### src/dao_pkg.sv
// shared constants and types for the dual converter output port
package dao_pkg;
  localparam int DAO_RES_W = 10;
  localparam int DAO_IN_W = 12;
  localparam int DAO_LATENCY = 5;
  localparam int DAO_CNT_W = 16;
  // signed input range held by a 10-bit result
  localparam logic signed [DAO_IN_W-1:0] DAO_IN_MAX = 12'sh1ff;
  localparam logic signed [DAO_IN_W-1:0] DAO_IN_MIN = -12'sh200;
  localparam logic [DAO_IN_W-1:0] DAO_OB_OFFSET = 12'h200;
  // four-level format setting
  localparam logic [1:0] DAO_FMT_GND = 2'h0;
  localparam logic [1:0] DAO_FMT_THIRD = 2'h1;
  localparam logic [1:0] DAO_FMT_TWO_THIRDS = 2'h2;
  localparam logic [1:0] DAO_FMT_FULL = 2'h3;
  localparam logic [1:0] DAO_FMT_RESET = DAO_FMT_GND;
  // register byte offsets
  localparam logic [7:0] DAO_REG_CTRL = 8'h00;
  localparam logic [7:0] DAO_REG_STATUS = 8'h04;
  localparam logic [7:0] DAO_REG_RESULT_FIRST = 8'h08;
  localparam logic [7:0] DAO_REG_RESULT_SECOND = 8'h0c;
  localparam logic [7:0] DAO_REG_COUNT = 8'h10;
  localparam logic [7:0] DAO_REG_ID = 8'h14;
  // arbitrary identification value
  localparam logic [31:0] DAO_ID_VALUE = 32'h0000_d0a1;
  // status field positions
  localparam int DAO_ST_STATE_FIRST = 0;
  localparam int DAO_ST_STATE_SECOND = 4;
  localparam int DAO_ST_TWOS = 8;
  localparam int DAO_ST_STAB = 9;
  localparam int DAO_ST_SWAP = 10;
  localparam int DAO_ST_OVR_FIRST = 16;
  localparam int DAO_ST_OVR_SECOND = 17;
  localparam int DAO_RES_OVR_BIT = 16;
  localparam logic [1:0] DAO_HTRANS_NONSEQ = 2'h2;
  localparam logic [1:0] DAO_HRESP_OKAY = 2'h0;

  typedef enum logic [3:0] {
    DAO_ST_NORMAL = 4'b0001,
    DAO_ST_HIZ = 4'b0010,
    DAO_ST_NAP = 4'b0100,
    DAO_ST_SLEEP = 4'b1000
  } dao_state_t;
endpackage : dao_pkg

### src/dao_top.sv
// dual converter output port with AHB-Lite control registers
`timescale 1ns/1ps
module dao_top
  import dao_pkg::*;
(
  input wire logic hclk,
  input wire logic hresetn,
  input wire logic hsel,
  input wire logic [31:0] haddr,
  input wire logic [1:0] htrans,
  input wire logic hwrite,
  input wire logic [2:0] hsize,
  input wire logic [31:0] hwdata,
  input wire logic hready,
  output logic [31:0] hrdata,
  output logic hreadyout,
  output logic [1:0] hresp,
  input wire logic sample_clock_first,
  input wire logic sample_clock_second,
  input wire logic [DAO_IN_W-1:0] analog_code_first,
  input wire logic [DAO_IN_W-1:0] analog_code_second,
  input wire logic output_swap_select,
  input wire logic power_down_select_first,
  input wire logic power_down_select_second,
  input wire logic output_enable_n_first,
  input wire logic output_enable_n_second,
  output logic [DAO_RES_W-1:0] result_bus_first_o,
  output logic result_bus_first_oe,
  output logic over_range_flag_first_o,
  output logic over_range_flag_first_oe,
  output logic [DAO_RES_W-1:0] result_bus_second_o,
  output logic result_bus_second_oe,
  output logic over_range_flag_second_o,
  output logic over_range_flag_second_oe
);
  logic [1:0] clk_s;
  logic [1:0] clk_prev_q;
  logic [1:0] sample_pulse;
  logic [DAO_IN_W-1:0] code_first_s;
  logic [DAO_IN_W-1:0] code_second_s;
  logic swap_s;
  logic [1:0] pdn_s;
  logic [1:0] oen_s;
  logic [1:0] fmt_q;
  logic twos_fmt;
  logic stab_on;
  logic [DAO_RES_W-1:0] res_first;
  logic [DAO_RES_W-1:0] res_second;
  logic ovr_first;
  logic ovr_second;
  logic drive_first;
  logic drive_second;
  logic conv_first;
  logic conv_second;
  dao_state_t state_first;
  dao_state_t state_second;
  logic [1:0] ovr_hit_q;
  logic [DAO_CNT_W-1:0] cnt_first_q;
  logic [DAO_CNT_W-1:0] cnt_second_q;
  logic dp_write_q;
  logic [7:0] dp_addr_q;
  logic ap_valid;
  logic [31:0] rd_d;
  logic [31:0] status_word;
  logic wr_ctrl;
  logic wr_status;
  logic oe_first_d;
  logic oe_second_d;

  // the sample clock, code and control pins are asynchronous to hclk; the AHB-Lite pins are not
  // code words are synchronised bit by bit; they are read only at a sample
  // edge, three cycles after the pin rose, so the source must hold them steady
  dao_sync #(.W(2)) u_sync_clk (
    .hclk(hclk),
    .hresetn(hresetn),
    .d({sample_clock_second, sample_clock_first}),
    .q(clk_s)
  );

  dao_sync #(.W(DAO_IN_W)) u_sync_code_first (
    .hclk(hclk),
    .hresetn(hresetn),
    .d(analog_code_first),
    .q(code_first_s)
  );

  dao_sync #(.W(DAO_IN_W)) u_sync_code_second (
    .hclk(hclk),
    .hresetn(hresetn),
    .d(analog_code_second),
    .q(code_second_s)
  );

  dao_sync #(.W(5)) u_sync_ctl (
    .hclk(hclk),
    .hresetn(hresetn),
    .d({output_swap_select, output_enable_n_second, output_enable_n_first,
        power_down_select_second, power_down_select_first}),
    .q({swap_s, oen_s, pdn_s})
  );

  // rising edge of each channel's own sample clock
  always_ff @(posedge hclk or negedge hresetn) begin
    if (!hresetn) begin
      clk_prev_q <= '0;
    end else begin
      clk_prev_q <= clk_s;
    end
  end

  assign sample_pulse = clk_s & ~clk_prev_q;

  // format level picks code format and stabilizer
  always_comb begin
    case (fmt_q)
      DAO_FMT_GND: begin
        twos_fmt = 1'b0;
        stab_on = 1'b0;
      end
      DAO_FMT_THIRD: begin
        twos_fmt = 1'b0;
        stab_on = 1'b1;
      end
      DAO_FMT_TWO_THIRDS: begin
        twos_fmt = 1'b1;
        stab_on = 1'b1;
      end
      default: begin
        twos_fmt = 1'b1;
        stab_on = 1'b0;
      end
    endcase
  end

  dao_chan u_chan_first (
    .hclk(hclk),
    .hresetn(hresetn),
    .sample_pulse(sample_pulse[0]),
    .analog_code(code_first_s),
    .power_down(pdn_s[0]),
    .output_enable_n(oen_s[0]),
    .twos_fmt(twos_fmt),
    .result_q(res_first),
    .over_range_q(ovr_first),
    .drive(drive_first),
    .converting(conv_first),
    .state_q(state_first)
  );

  dao_chan u_chan_second (
    .hclk(hclk),
    .hresetn(hresetn),
    .sample_pulse(sample_pulse[1]),
    .analog_code(code_second_s),
    .power_down(pdn_s[1]),
    .output_enable_n(oen_s[1]),
    .twos_fmt(twos_fmt),
    .result_q(res_second),
    .over_range_q(ovr_second),
    .drive(drive_second),
    .converting(conv_second),
    .state_q(state_second)
  );

  // bit 9 of each bus is the most significant bit
  // data flops reload every cycle, so a swap change shows within one cycle
  always_ff @(posedge hclk or negedge hresetn) begin
    if (!hresetn) begin
      result_bus_first_o <= '0;
      result_bus_second_o <= '0;
      over_range_flag_first_o <= 1'b0;
      over_range_flag_second_o <= 1'b0;
    end else if (swap_s) begin
      result_bus_first_o <= res_first;
      over_range_flag_first_o <= ovr_first;
      result_bus_second_o <= res_second;
      over_range_flag_second_o <= ovr_second;
    end else begin
      // buses crossed, flag travels with data
      result_bus_first_o <= res_second;
      over_range_flag_first_o <= ovr_second;
      result_bus_second_o <= res_first;
      over_range_flag_second_o <= ovr_first;
    end
  end

  // with swap tied to the clocks the bus alternates each half period
  // enable lags the pins by about four cycles of hclk
  assign oe_first_d = swap_s ? drive_first : drive_second;
  assign oe_second_d = swap_s ? drive_second : drive_first;

  always_ff @(posedge hclk or negedge hresetn) begin
    if (!hresetn) begin
      result_bus_first_oe <= 1'b0;
      over_range_flag_first_oe <= 1'b0;
      result_bus_second_oe <= 1'b0;
      over_range_flag_second_oe <= 1'b0;
    end else begin
      // enable follows the channel that owns the bus
      result_bus_first_oe <= oe_first_d;
      over_range_flag_first_oe <= oe_first_d;
      result_bus_second_oe <= oe_second_d;
      over_range_flag_second_oe <= oe_second_d;
    end
  end

  // conversions seen per channel
  // 16-bit counts wrap silently; software must read often enough
  always_ff @(posedge hclk or negedge hresetn) begin
    if (!hresetn) begin
      cnt_first_q <= '0;
      cnt_second_q <= '0;
    end else begin
      if (conv_first && sample_pulse[0]) begin
        cnt_first_q <= cnt_first_q + 1'b1;
      end
      if (conv_second && sample_pulse[1]) begin
        cnt_second_q <= cnt_second_q + 1'b1;
      end
    end
  end

  // ---------------- AHB-Lite slave ----------------
  assign hreadyout = 1'b1;
  assign hresp = DAO_HRESP_OKAY;
  // no wait states; a sequential beat is taken like a single one
  assign ap_valid = hsel && hready && (htrans == DAO_HTRANS_NONSEQ || htrans == 2'h3);

  // write strobes decoded once, in the data phase
  assign wr_ctrl = dp_write_q && (dp_addr_q == DAO_REG_CTRL);
  assign wr_status = dp_write_q && (dp_addr_q == DAO_REG_STATUS);

  always_ff @(posedge hclk or negedge hresetn) begin
    if (!hresetn) begin
      dp_write_q <= 1'b0;
      dp_addr_q <= '0;
    end else begin
      dp_write_q <= ap_valid && hwrite;
      dp_addr_q <= haddr[7:0];
    end
  end

  always_ff @(posedge hclk or negedge hresetn) begin
    if (!hresetn) begin
      fmt_q <= DAO_FMT_RESET;
    end else if (wr_ctrl) begin
      fmt_q <= hwdata[1:0];
    end
  end

  // sticky over-range seen; write one clears, a new hit wins
  always_ff @(posedge hclk or negedge hresetn) begin
    if (!hresetn) begin
      ovr_hit_q <= '0;
    end else begin
      if (ovr_first) begin
        ovr_hit_q[0] <= 1'b1;
      end else if (wr_status && hwdata[DAO_ST_OVR_FIRST]) begin
        ovr_hit_q[0] <= 1'b0;
      end
      if (ovr_second) begin
        ovr_hit_q[1] <= 1'b1;
      end else if (wr_status && hwdata[DAO_ST_OVR_SECOND]) begin
        ovr_hit_q[1] <= 1'b0;
      end
    end
  end

  always_comb begin
    status_word = '0;
    status_word[DAO_ST_STATE_FIRST +: 4] = state_first;
    status_word[DAO_ST_STATE_SECOND +: 4] = state_second;
    status_word[DAO_ST_TWOS] = twos_fmt;
    status_word[DAO_ST_STAB] = stab_on;
    status_word[DAO_ST_SWAP] = swap_s;
    status_word[DAO_ST_OVR_FIRST] = ovr_hit_q[0];
    status_word[DAO_ST_OVR_SECOND] = ovr_hit_q[1];
  end

  // read data prepared in the address phase so it stands in the data phase
  always_comb begin
    rd_d = '0;
    case (haddr[7:0])
      DAO_REG_CTRL: rd_d[1:0] = fmt_q;
      DAO_REG_STATUS: rd_d = status_word;
      DAO_REG_RESULT_FIRST: rd_d = {15'h0000, ovr_first, 6'h00, res_first};
      DAO_REG_RESULT_SECOND: rd_d = {15'h0000, ovr_second, 6'h00, res_second};
      DAO_REG_COUNT: rd_d = {cnt_second_q, cnt_first_q};
      DAO_REG_ID: rd_d = DAO_ID_VALUE;
      default: rd_d = '0;
    endcase
  end

  // holds until the next read, so a late look still sees the word
  always_ff @(posedge hclk or negedge hresetn) begin
    if (!hresetn) begin
      hrdata <= '0;
    end else if (ap_valid && !hwrite) begin
      hrdata <= rd_d;
    end
  end
endmodule : dao_top

### src/dao_sync.sv
// two-flop synchroniser for pin inputs
`timescale 1ns/1ps
module dao_sync #(
  parameter int W = 1
) (
  input wire logic hclk,
  input wire logic hresetn,
  input wire logic [W-1:0] d,
  output logic [W-1:0] q
);
  logic [W-1:0] meta_q;

  always_ff @(posedge hclk or negedge hresetn) begin
    if (!hresetn) begin
      meta_q <= '0;
      q <= '0;
    end else begin
      meta_q <= d;
      q <= meta_q;
    end
  end
endmodule : dao_sync

### src/dao_chan.sv
// one converter channel: power state, pipeline and code format
`timescale 1ns/1ps
module dao_chan
  import dao_pkg::*;
(
  input wire logic hclk,
  input wire logic hresetn,
  input wire logic sample_pulse,
  input wire logic signed [DAO_IN_W-1:0] analog_code,
  input wire logic power_down,
  input wire logic output_enable_n,
  input wire logic twos_fmt,
  output logic [DAO_RES_W-1:0] result_q,
  output logic over_range_q,
  output logic drive,
  output logic converting,
  output dao_state_t state_q
);
  logic [DAO_LATENCY-1:0] valid_q;
  logic [DAO_RES_W-1:0] code_q [DAO_LATENCY];
  logic [DAO_LATENCY-1:0] ovr_q;
  logic [DAO_RES_W-1:0] ob_code;
  logic [DAO_IN_W-1:0] biased;
  logic in_ovr;
  dao_state_t state_d;

  always_comb begin
    case ({power_down, output_enable_n})
      2'b00: state_d = DAO_ST_NORMAL;
      2'b01: state_d = DAO_ST_HIZ;
      2'b10: state_d = DAO_ST_NAP;
      default: state_d = DAO_ST_SLEEP;
    endcase
  end

  always_ff @(posedge hclk or negedge hresetn) begin
    if (!hresetn) begin
      state_q <= DAO_ST_SLEEP;
    end else begin
      state_q <= state_d;
    end
  end

  assign converting = (state_q == DAO_ST_NORMAL) || (state_q == DAO_ST_HIZ);
  // only the normal state drives the pins
  assign drive = (state_q == DAO_ST_NORMAL);

  always_comb begin
    in_ovr = (analog_code > DAO_IN_MAX) || (analog_code < DAO_IN_MIN);
    if (analog_code > DAO_IN_MAX) begin
      biased = DAO_IN_MAX + DAO_OB_OFFSET;
    end else if (analog_code < DAO_IN_MIN) begin
      biased = DAO_IN_MIN + DAO_OB_OFFSET;
    end else begin
      biased = analog_code + DAO_OB_OFFSET;
    end
    ob_code = biased[DAO_RES_W-1:0];
  end

  // five-stage pipeline stepped by sample edges
  always_ff @(posedge hclk or negedge hresetn) begin
    if (!hresetn) begin
      valid_q <= '0;
      ovr_q <= '0;
      for (int i = 0; i < DAO_LATENCY; i++) begin
        code_q[i] <= '0;
      end
    end else if (state_q == DAO_ST_SLEEP) begin
      // sleep loses the pipeline contents; nap keeps them
      valid_q <= '0;
    end else if (converting && sample_pulse) begin
      // new sample on the rising edge
      valid_q <= {valid_q[DAO_LATENCY-2:0], 1'b1};
      ovr_q <= {ovr_q[DAO_LATENCY-2:0], in_ovr};
      code_q[0] <= ob_code;
      for (int i = 1; i < DAO_LATENCY; i++) begin
        code_q[i] <= code_q[i-1];
      end
    end
  end

  always_ff @(posedge hclk or negedge hresetn) begin
    if (!hresetn) begin
      result_q <= '0;
      over_range_q <= 1'b0;
    end else if (converting && sample_pulse && valid_q[DAO_LATENCY-1]) begin
      // top bit inverted for two's complement
      result_q <= twos_fmt ? {~code_q[DAO_LATENCY-1][DAO_RES_W-1], code_q[DAO_LATENCY-1][DAO_RES_W-2:0]}
                           : code_q[DAO_LATENCY-1];
      over_range_q <= ovr_q[DAO_LATENCY-1];
    end
  end
endmodule : dao_chan

### config.mk
export PLATFORM = sky130hd
export DESIGN_NAME = dao_top
export DESIGN_NICKNAME = d
export VERILOG_FILES = /design/src/dao_pkg.sv /design/src/dao_top.sv /design/src/dao_sync.sv /design/src/dao_chan.sv
export SDC_FILE = /design/constraint.sdc
export NUM_CORES = 1
export LEC_CHECK = 0
export BUFFER_PORTS_ARGS = -buffer_cell sky130_fd_sc_hd__buf_2
export CAP_MARGIN = 20
export CELL_PAD_IN_SITES_DETAIL_PLACEMENT = 0
export CELL_PAD_IN_SITES_GLOBAL_PLACEMENT = 1
export CORE_ASPECT_RATIO = 1.5
export CORE_MARGIN = 2
export CORE_UTILIZATION = 41
export DETAILED_ROUTE_END_ITERATION = 8
export GPL_ROUTABILITY_DRIVEN = 0
export PLACE_DENSITY_LB_ADDON = 0.3
export SLEW_MARGIN = 30
export SYNTH_ARGS = -nofsm -noshare
export SYNTH_HDL_FRONTEND = slang
export SYNTH_SLANG_ARGS = --single-unit
### constraint.sdc
create_clock -name hclk -period 1.75 [get_ports hclk]
set_input_delay 0.175 -clock hclk [delete_from_list [all_inputs] [get_ports hclk]]
set_output_delay 0.175 -clock hclk [all_outputs]
set_load 0.02 [all_outputs]
# After elaboration in Yosys (flattened, before gate mapping)
# Index checks and enable logic that the tools add are counted.
# classes
add_sub_neg,4
order_cmp,4
muxes,26
n_bitwise,6
n_eq_ne,20
n_reduce_logical,31
# ops
cell,n
one-hot mux 30 bit (5 select lines),1
two-way mux 10 bit,8
"adder 16 x 1 -> 16 bit, second input constant",2
"greater-than comparator 12 x 10 -> 1 bit, second input constant",2
"< comparator 12 x 10 -> 1 bit, second input constant",2
one-hot mux 4 bit (3 select lines),2
"adder 10 bit, second input constant",2
two-way mux 5 bit,4
"== test 8 x 3 -> 1 bit, second input constant",2
"== test 8 x 4 -> 1 bit, second input constant",2
"== test 8 x 5 -> 1 bit, second input constant",2
logical NOT 8 bit,2
logical AND 1 bit,12
one-hot mux 2 bit (6 select lines),1
"== test 2 bit, second input constant",5
two-way mux 1 bit,10
"== test 4 x 1 -> 1 bit, second input constant",2
"== test 4 x 2 -> 1 bit, second input constant",2
"== test 4 bit, second input constant",2
nonzero test 2 bit,4
"== test 2 x 1 -> 1 bit, second input constant",3
logical NOT 2 bit,3
logical OR 1 bit,5
inverter 1 bit,4
other kinds (5),7
# totals
word_cells,134
in_bits,105
regBits,315
out_inout_bits,61

# Longest topological paths before layout
# depth
depth_word,5
ltp_mapped,7
depth_no_buf,6

# Hierarchy
# From an unflattened synthesis, not the netlist that was laid out.
# unflattened
cells_unflattened,841
hier_area_um2,12126.6
# by_module_without_submodules
mod,area_per_inst_um2,seq_area_each_um2,instances,cells_each
dao_chan,3071.7,1878.1,2,209
dao_top,4431.8,2577.5,1,361
dao_sync (u_sync_code_first ...),600.6,600.6,2,24
dao_sync (u_sync_ctl),250.2,250.2,1,10
dao_sync (u_sync_clk),100.1,100.1,1,4

# Least setup slack after synthesis
# No wires, ideal clock.
# synth_path
path_kind,input to register
from,in haddr[5]
to,reg hrdata[2]
arrival_ps,1593
required_ps,1672
n_path_buf,2
stages,6
setup_slack_ps,78
setup_time_ps,78
cell_sequence,or3_4 -> buf_6 -> or4_4 -> buf_6 -> o31a_1 -> o21ai_1
# synth_between
elab_chain_len,2
word_cells_on_any_way,6
classes_between,eq/ne: 5; mux: 1
# synth_lines
element,line,source
start: declaration,dao_top.sv:9,"input wire logic [31:0] haddr,"
== test 8 x 5 -> 1 bit (tied with other cells),dao_top.sv:283,case (haddr[7:0])
one-hot mux 30 bit (5 select lines) (*),dao_top.sv:283,
end signal: assignment,dao_top.sv:299,hrdata <= rd_d;
end: declaration,dao_top.sv:15,"output logic [31:0] hrdata,"
# Mark *: on every way between the ends. The rest lies on a longest branch, timed or not.
# A chain may end at the register's enable or synchronous reset.

# Worst setup path after layout
# layout_path
from,reg u_chan_second.state_q[2]
to,reg u_chan_second.ovr_q[0]
# layout_between
elab_chain_len,4
word_cells_on_any_way,7
classes_between,eq/ne: 3; bitwise: 1; reduce/logical: 3
# layout_lines
element,line,source
start: declaration,dao_chan.sv:17,output dao_state_t state_q
start signal: assignment,dao_chan.sv:40,state_q <= state_d;
== test 4 x 1 -> 1 bit or == test 4 x 2 -> 1 bit (tied branches),dao_chan.sv:44,assign converting = (state_q == DAO_ST_NORMAL) || (state_q == DAO_ST_HIZ);
logical OR 1 bit,dao_chan.sv:44,
logical AND 1 bit,dao_chan.sv:71,end else if (converting && sample_pulse) begin
AND reduction 2 bit (no line) (*),-,
end signal: assignment,dao_chan.sv:74,"ovr_q <= {ovr_q[DAO_LATENCY-2:0], in_ovr};"
end: declaration,dao_chan.sv:21,logic [DAO_LATENCY-1:0] ovr_q;
# Marked as above.

==> impl_metrics.tcl <==
set metrics [dict create \
    worst_ep_arrival_time_ns 2.09 \
    stdcell_area_um2 14900 \
    path_cells "nor4b_2 > buf_4 > nand2_2 > buf_12 > o31ai_1" \
    seq_area_frac_synth_pct 65.4 \
    avgSynthCellArea_um2 11.0 \
    cts_tree "built" \
    ys_types 50 \
    crit_path_end_kind "flop" \
    r2r_end "u_chan_second.ovr_q[0]" \
    cts_htree_levels 1 \
    power_density_nw_per_um2 1170 \
    die_width_um 144 \
    core-area_um2 28800 \
    synth_area_leaders "dfrtp_1, nand2_1, mux2_1" \
    synth.top_cell.area_share_pct 65.0 \
    drtPass1Iterations 4 \
    clock_latency_ns 0.58 \
    wl_per_cell_um 14.3 \
    grt-ovfl-total 0 \
    drv_cap 0 \
    rr_startpoint "u_chan_second.state_q[2]" \
    r2r_cells 5 \
    drc_errors 0 \
    cts.path.max_buffers 3 \
    syn_area_um2 12100 \
    peakVddDrop_mv 0.751 \
    required_ns 2.22 \
    vias 7900 \
    critPathBufInv 2 \
    critical_path.top_delay_family "simple AND/OR/NAND/NOR gates" \
    dp_hpwl_um 16000 \
    max_stage_delay_ns 0.39 \
    ys_async_sr_fraction_pct 100 \
    fin_tns_setup_ns 0 \
    cp_slowest_cell "dfrtp_1" \
    wirelength_um 24000 \
    period_share_pct 92.5 \
    skew_ns 0.0289 \
    period_minus_slack_ns 1.62 \
    slew_headroom_pct 60.8 \
    ant_nets 0 \
    rows 76 \
    grt_usage_pct 15.9 \
    fillCellCount 2584 \
    hold_viol 0 \
    regArea_um2 7890 \
    yosysWarnings 0 \
    setup_viol 0 \
    grt_pass1_wl_um 39400 \
    hold_path_class "in2async" \
    grt_pass1_vias 7862 \
    dpl_cell_area_um2 13200 \
    viasPerCell 4.71 \
    drtIter0Drc 366 \
    synth-edff-count 0 \
    cp_max_fo 24 \
    drive_gt1_share_pct 17.1 \
    area_growth_pct 23.5 \
    yosysTopAreaCell "dfrtp_1" \
    p_leak_nw 7.62 \
    clock_sinks 315 \
    cp-start-kind "flop" \
    boundaryPins 166 \
    synth_cells 1100 \
    worst_pin_slew_ns 0.587 \
    synth-main-ff-cell "dfrtp_1" \
    io_buffers 106 \
    status "finished clean" \
    die-area_um2 30800 \
    slew_violations 0 \
    ctsRootBufferMaster "clkbuf_16" \
    grt_antenna_before_repair 0 \
    rsz0062_at_grt "no" \
    ys_ff_latch 315 \
    clk_pin_slew_worst_paths_ns 0.06 \
    grt_max_degree 72 \
    start_util_pct 41.8 \
    nNetsFinal 1375 \
    cts_inserted_buffers 31 \
    multiInputGateArea_um2 3930 \
    n_antenna_cell 0 \
    die_h_um 214 \
    fin_hold_ws_ns 0.0684 \
    fmax_mhz 618 \
    rrSetupSlack_ns 0.13 \
    path_class "reg2reg" \
]
layer usage:
metal	track usage (%)	up-vias	wire length, um
li1	-	3944	-
met3	3.06	49	1070
met1	18.8	3754	9890
met4	6.70	0	833
met2	27.9	153	12200
met5	0	-	0
metrics by stage:
step	utilization, %	setup slack (ns)	std cells	power [W]
final	51.7	0.131	1678	0.0175
after detailed placement	45.9	0.0432	1575	0.0103
after global routing	51.7	0.0111	1678	0.0184
after global placement	45.9	0.0511	1575	0.0103
after CTS	51.4	0.0177	1676	0.0177
after floorplan	-	0.0783	1101	0.00968
layout by cell type (no fill, tap or decap), drive strengths merged, types with 13 or more instances in the layout:
cell type    synthesis  routed
nand3               22      22
xnor2               21      21
dfrtp              313     313
xor2                13      13
nor2                54      54
nand2              376     376
mux2                44      44
a22o                16      16
buf                 15     146
dlygate4sd3          0      46
clkbuf              47      41
o21ai               50      50
logic make-up after synthesis:
| logic type | after synthesis | synth area share [%] |
|---|---|---|
| flops | 315 | 65.4 |
| other cells | 2 | 0.0623 |
| simple gates | 518 | 18.3 |
| fa+ha+maj | 4 | 0.415 |
| compound gates | 101 | 5.49 |
| buf+inv | 69 | 2.47 |
| xor+xnor | 34 | 2.47 |
| mux | 57 | 5.40 |
how the worst max path moves through the flow:
stage                             startpoint                      to  cells past startpoint  slack [ns]
CTS                 u_chan_second.state_q[0]  u_chan_second.ovr_q[3]                      5        0.02
detailed placement  u_chan_second.state_q[0]  u_chan_second.ovr_q[3]                      5        0.04
global placement     u_chan_first.state_q[2]         cnt_first_q[11]                      5        0.05
finish              u_chan_second.state_q[2]  u_chan_second.ovr_q[0]                      5        0.13
floorplan                           haddr[5]               hrdata[2]                      6        0.08
global route        u_chan_second.state_q[2]        cnt_second_q[11]                      6        0.01
sequential cells by signal (all words and copies together), names as in the netlist, 5 cells and up:
| signal | flops |
|---|---|
| cnt_first_q | 16 |
| u_chan_first.result_q | 10 |
| result_bus_first_o | 10 |
| u_chan_first.valid_q | 5 |
| u_sync_code_first.meta_q | 12 |
| u_chan_first.code_q | 50 |
| u_sync_code_first.q | 12 |
| u_sync_ctl.q | 5 |
| hrdata | 32 |
| u_chan_second.code_q | 50 |
| cnt_second_q | 16 |
| result_bus_second_o | 10 |
| u_sync_ctl.meta_q | 5 |
| u_chan_second.valid_q | 5 |
| u_sync_code_second.q | 12 |
| dp_addr_q | 8 |
| u_chan_second.ovr_q | 5 |
| u_sync_code_second.meta_q | 12 |
| u_chan_first.ovr_q | 5 |
| u_chan_second.result_q | 10 |
synth_stat cells (10+ instances only):
library cell    n
nand2_1       376
dfrtp_1       313
nor2_1         54
clkbuf_1       47
mux2_1         39
o21ai_1        30
nand3_1        22
xnor2_1        21
o21ai_0        20
a22o_1         16
xor2_1         13
mux2i_1        11
nand4_1        10
layout make-up:
class                      count  area share [%]
sequential                   315            52.9
multi-input combinational    717            26.4
timing repair buffer         194            9.74
clock buffer                  41            5.80
tap                          390            3.28
clock inverter                14            1.70
inverter                       7           0.176
repair_timing:
action | 4_1_cts | 5_1_grt
hold buffers | 46 | 2
setup endpoints to repair | 0 | 68
setup buffers | 0 | 3
endpoints found under the hold margin | 359 | 2
resized for setup | 0 | 12
where the power goes:
group / switching [W] / internal (W) / total, W
sequential: 0.000581 / 0.00821 / 0.00879
combinational: 0.000797 / 0.000656 / 0.00145
clock: 0.00276 / 0.00447 / 0.00723
(Power assumes the default switching activity.)
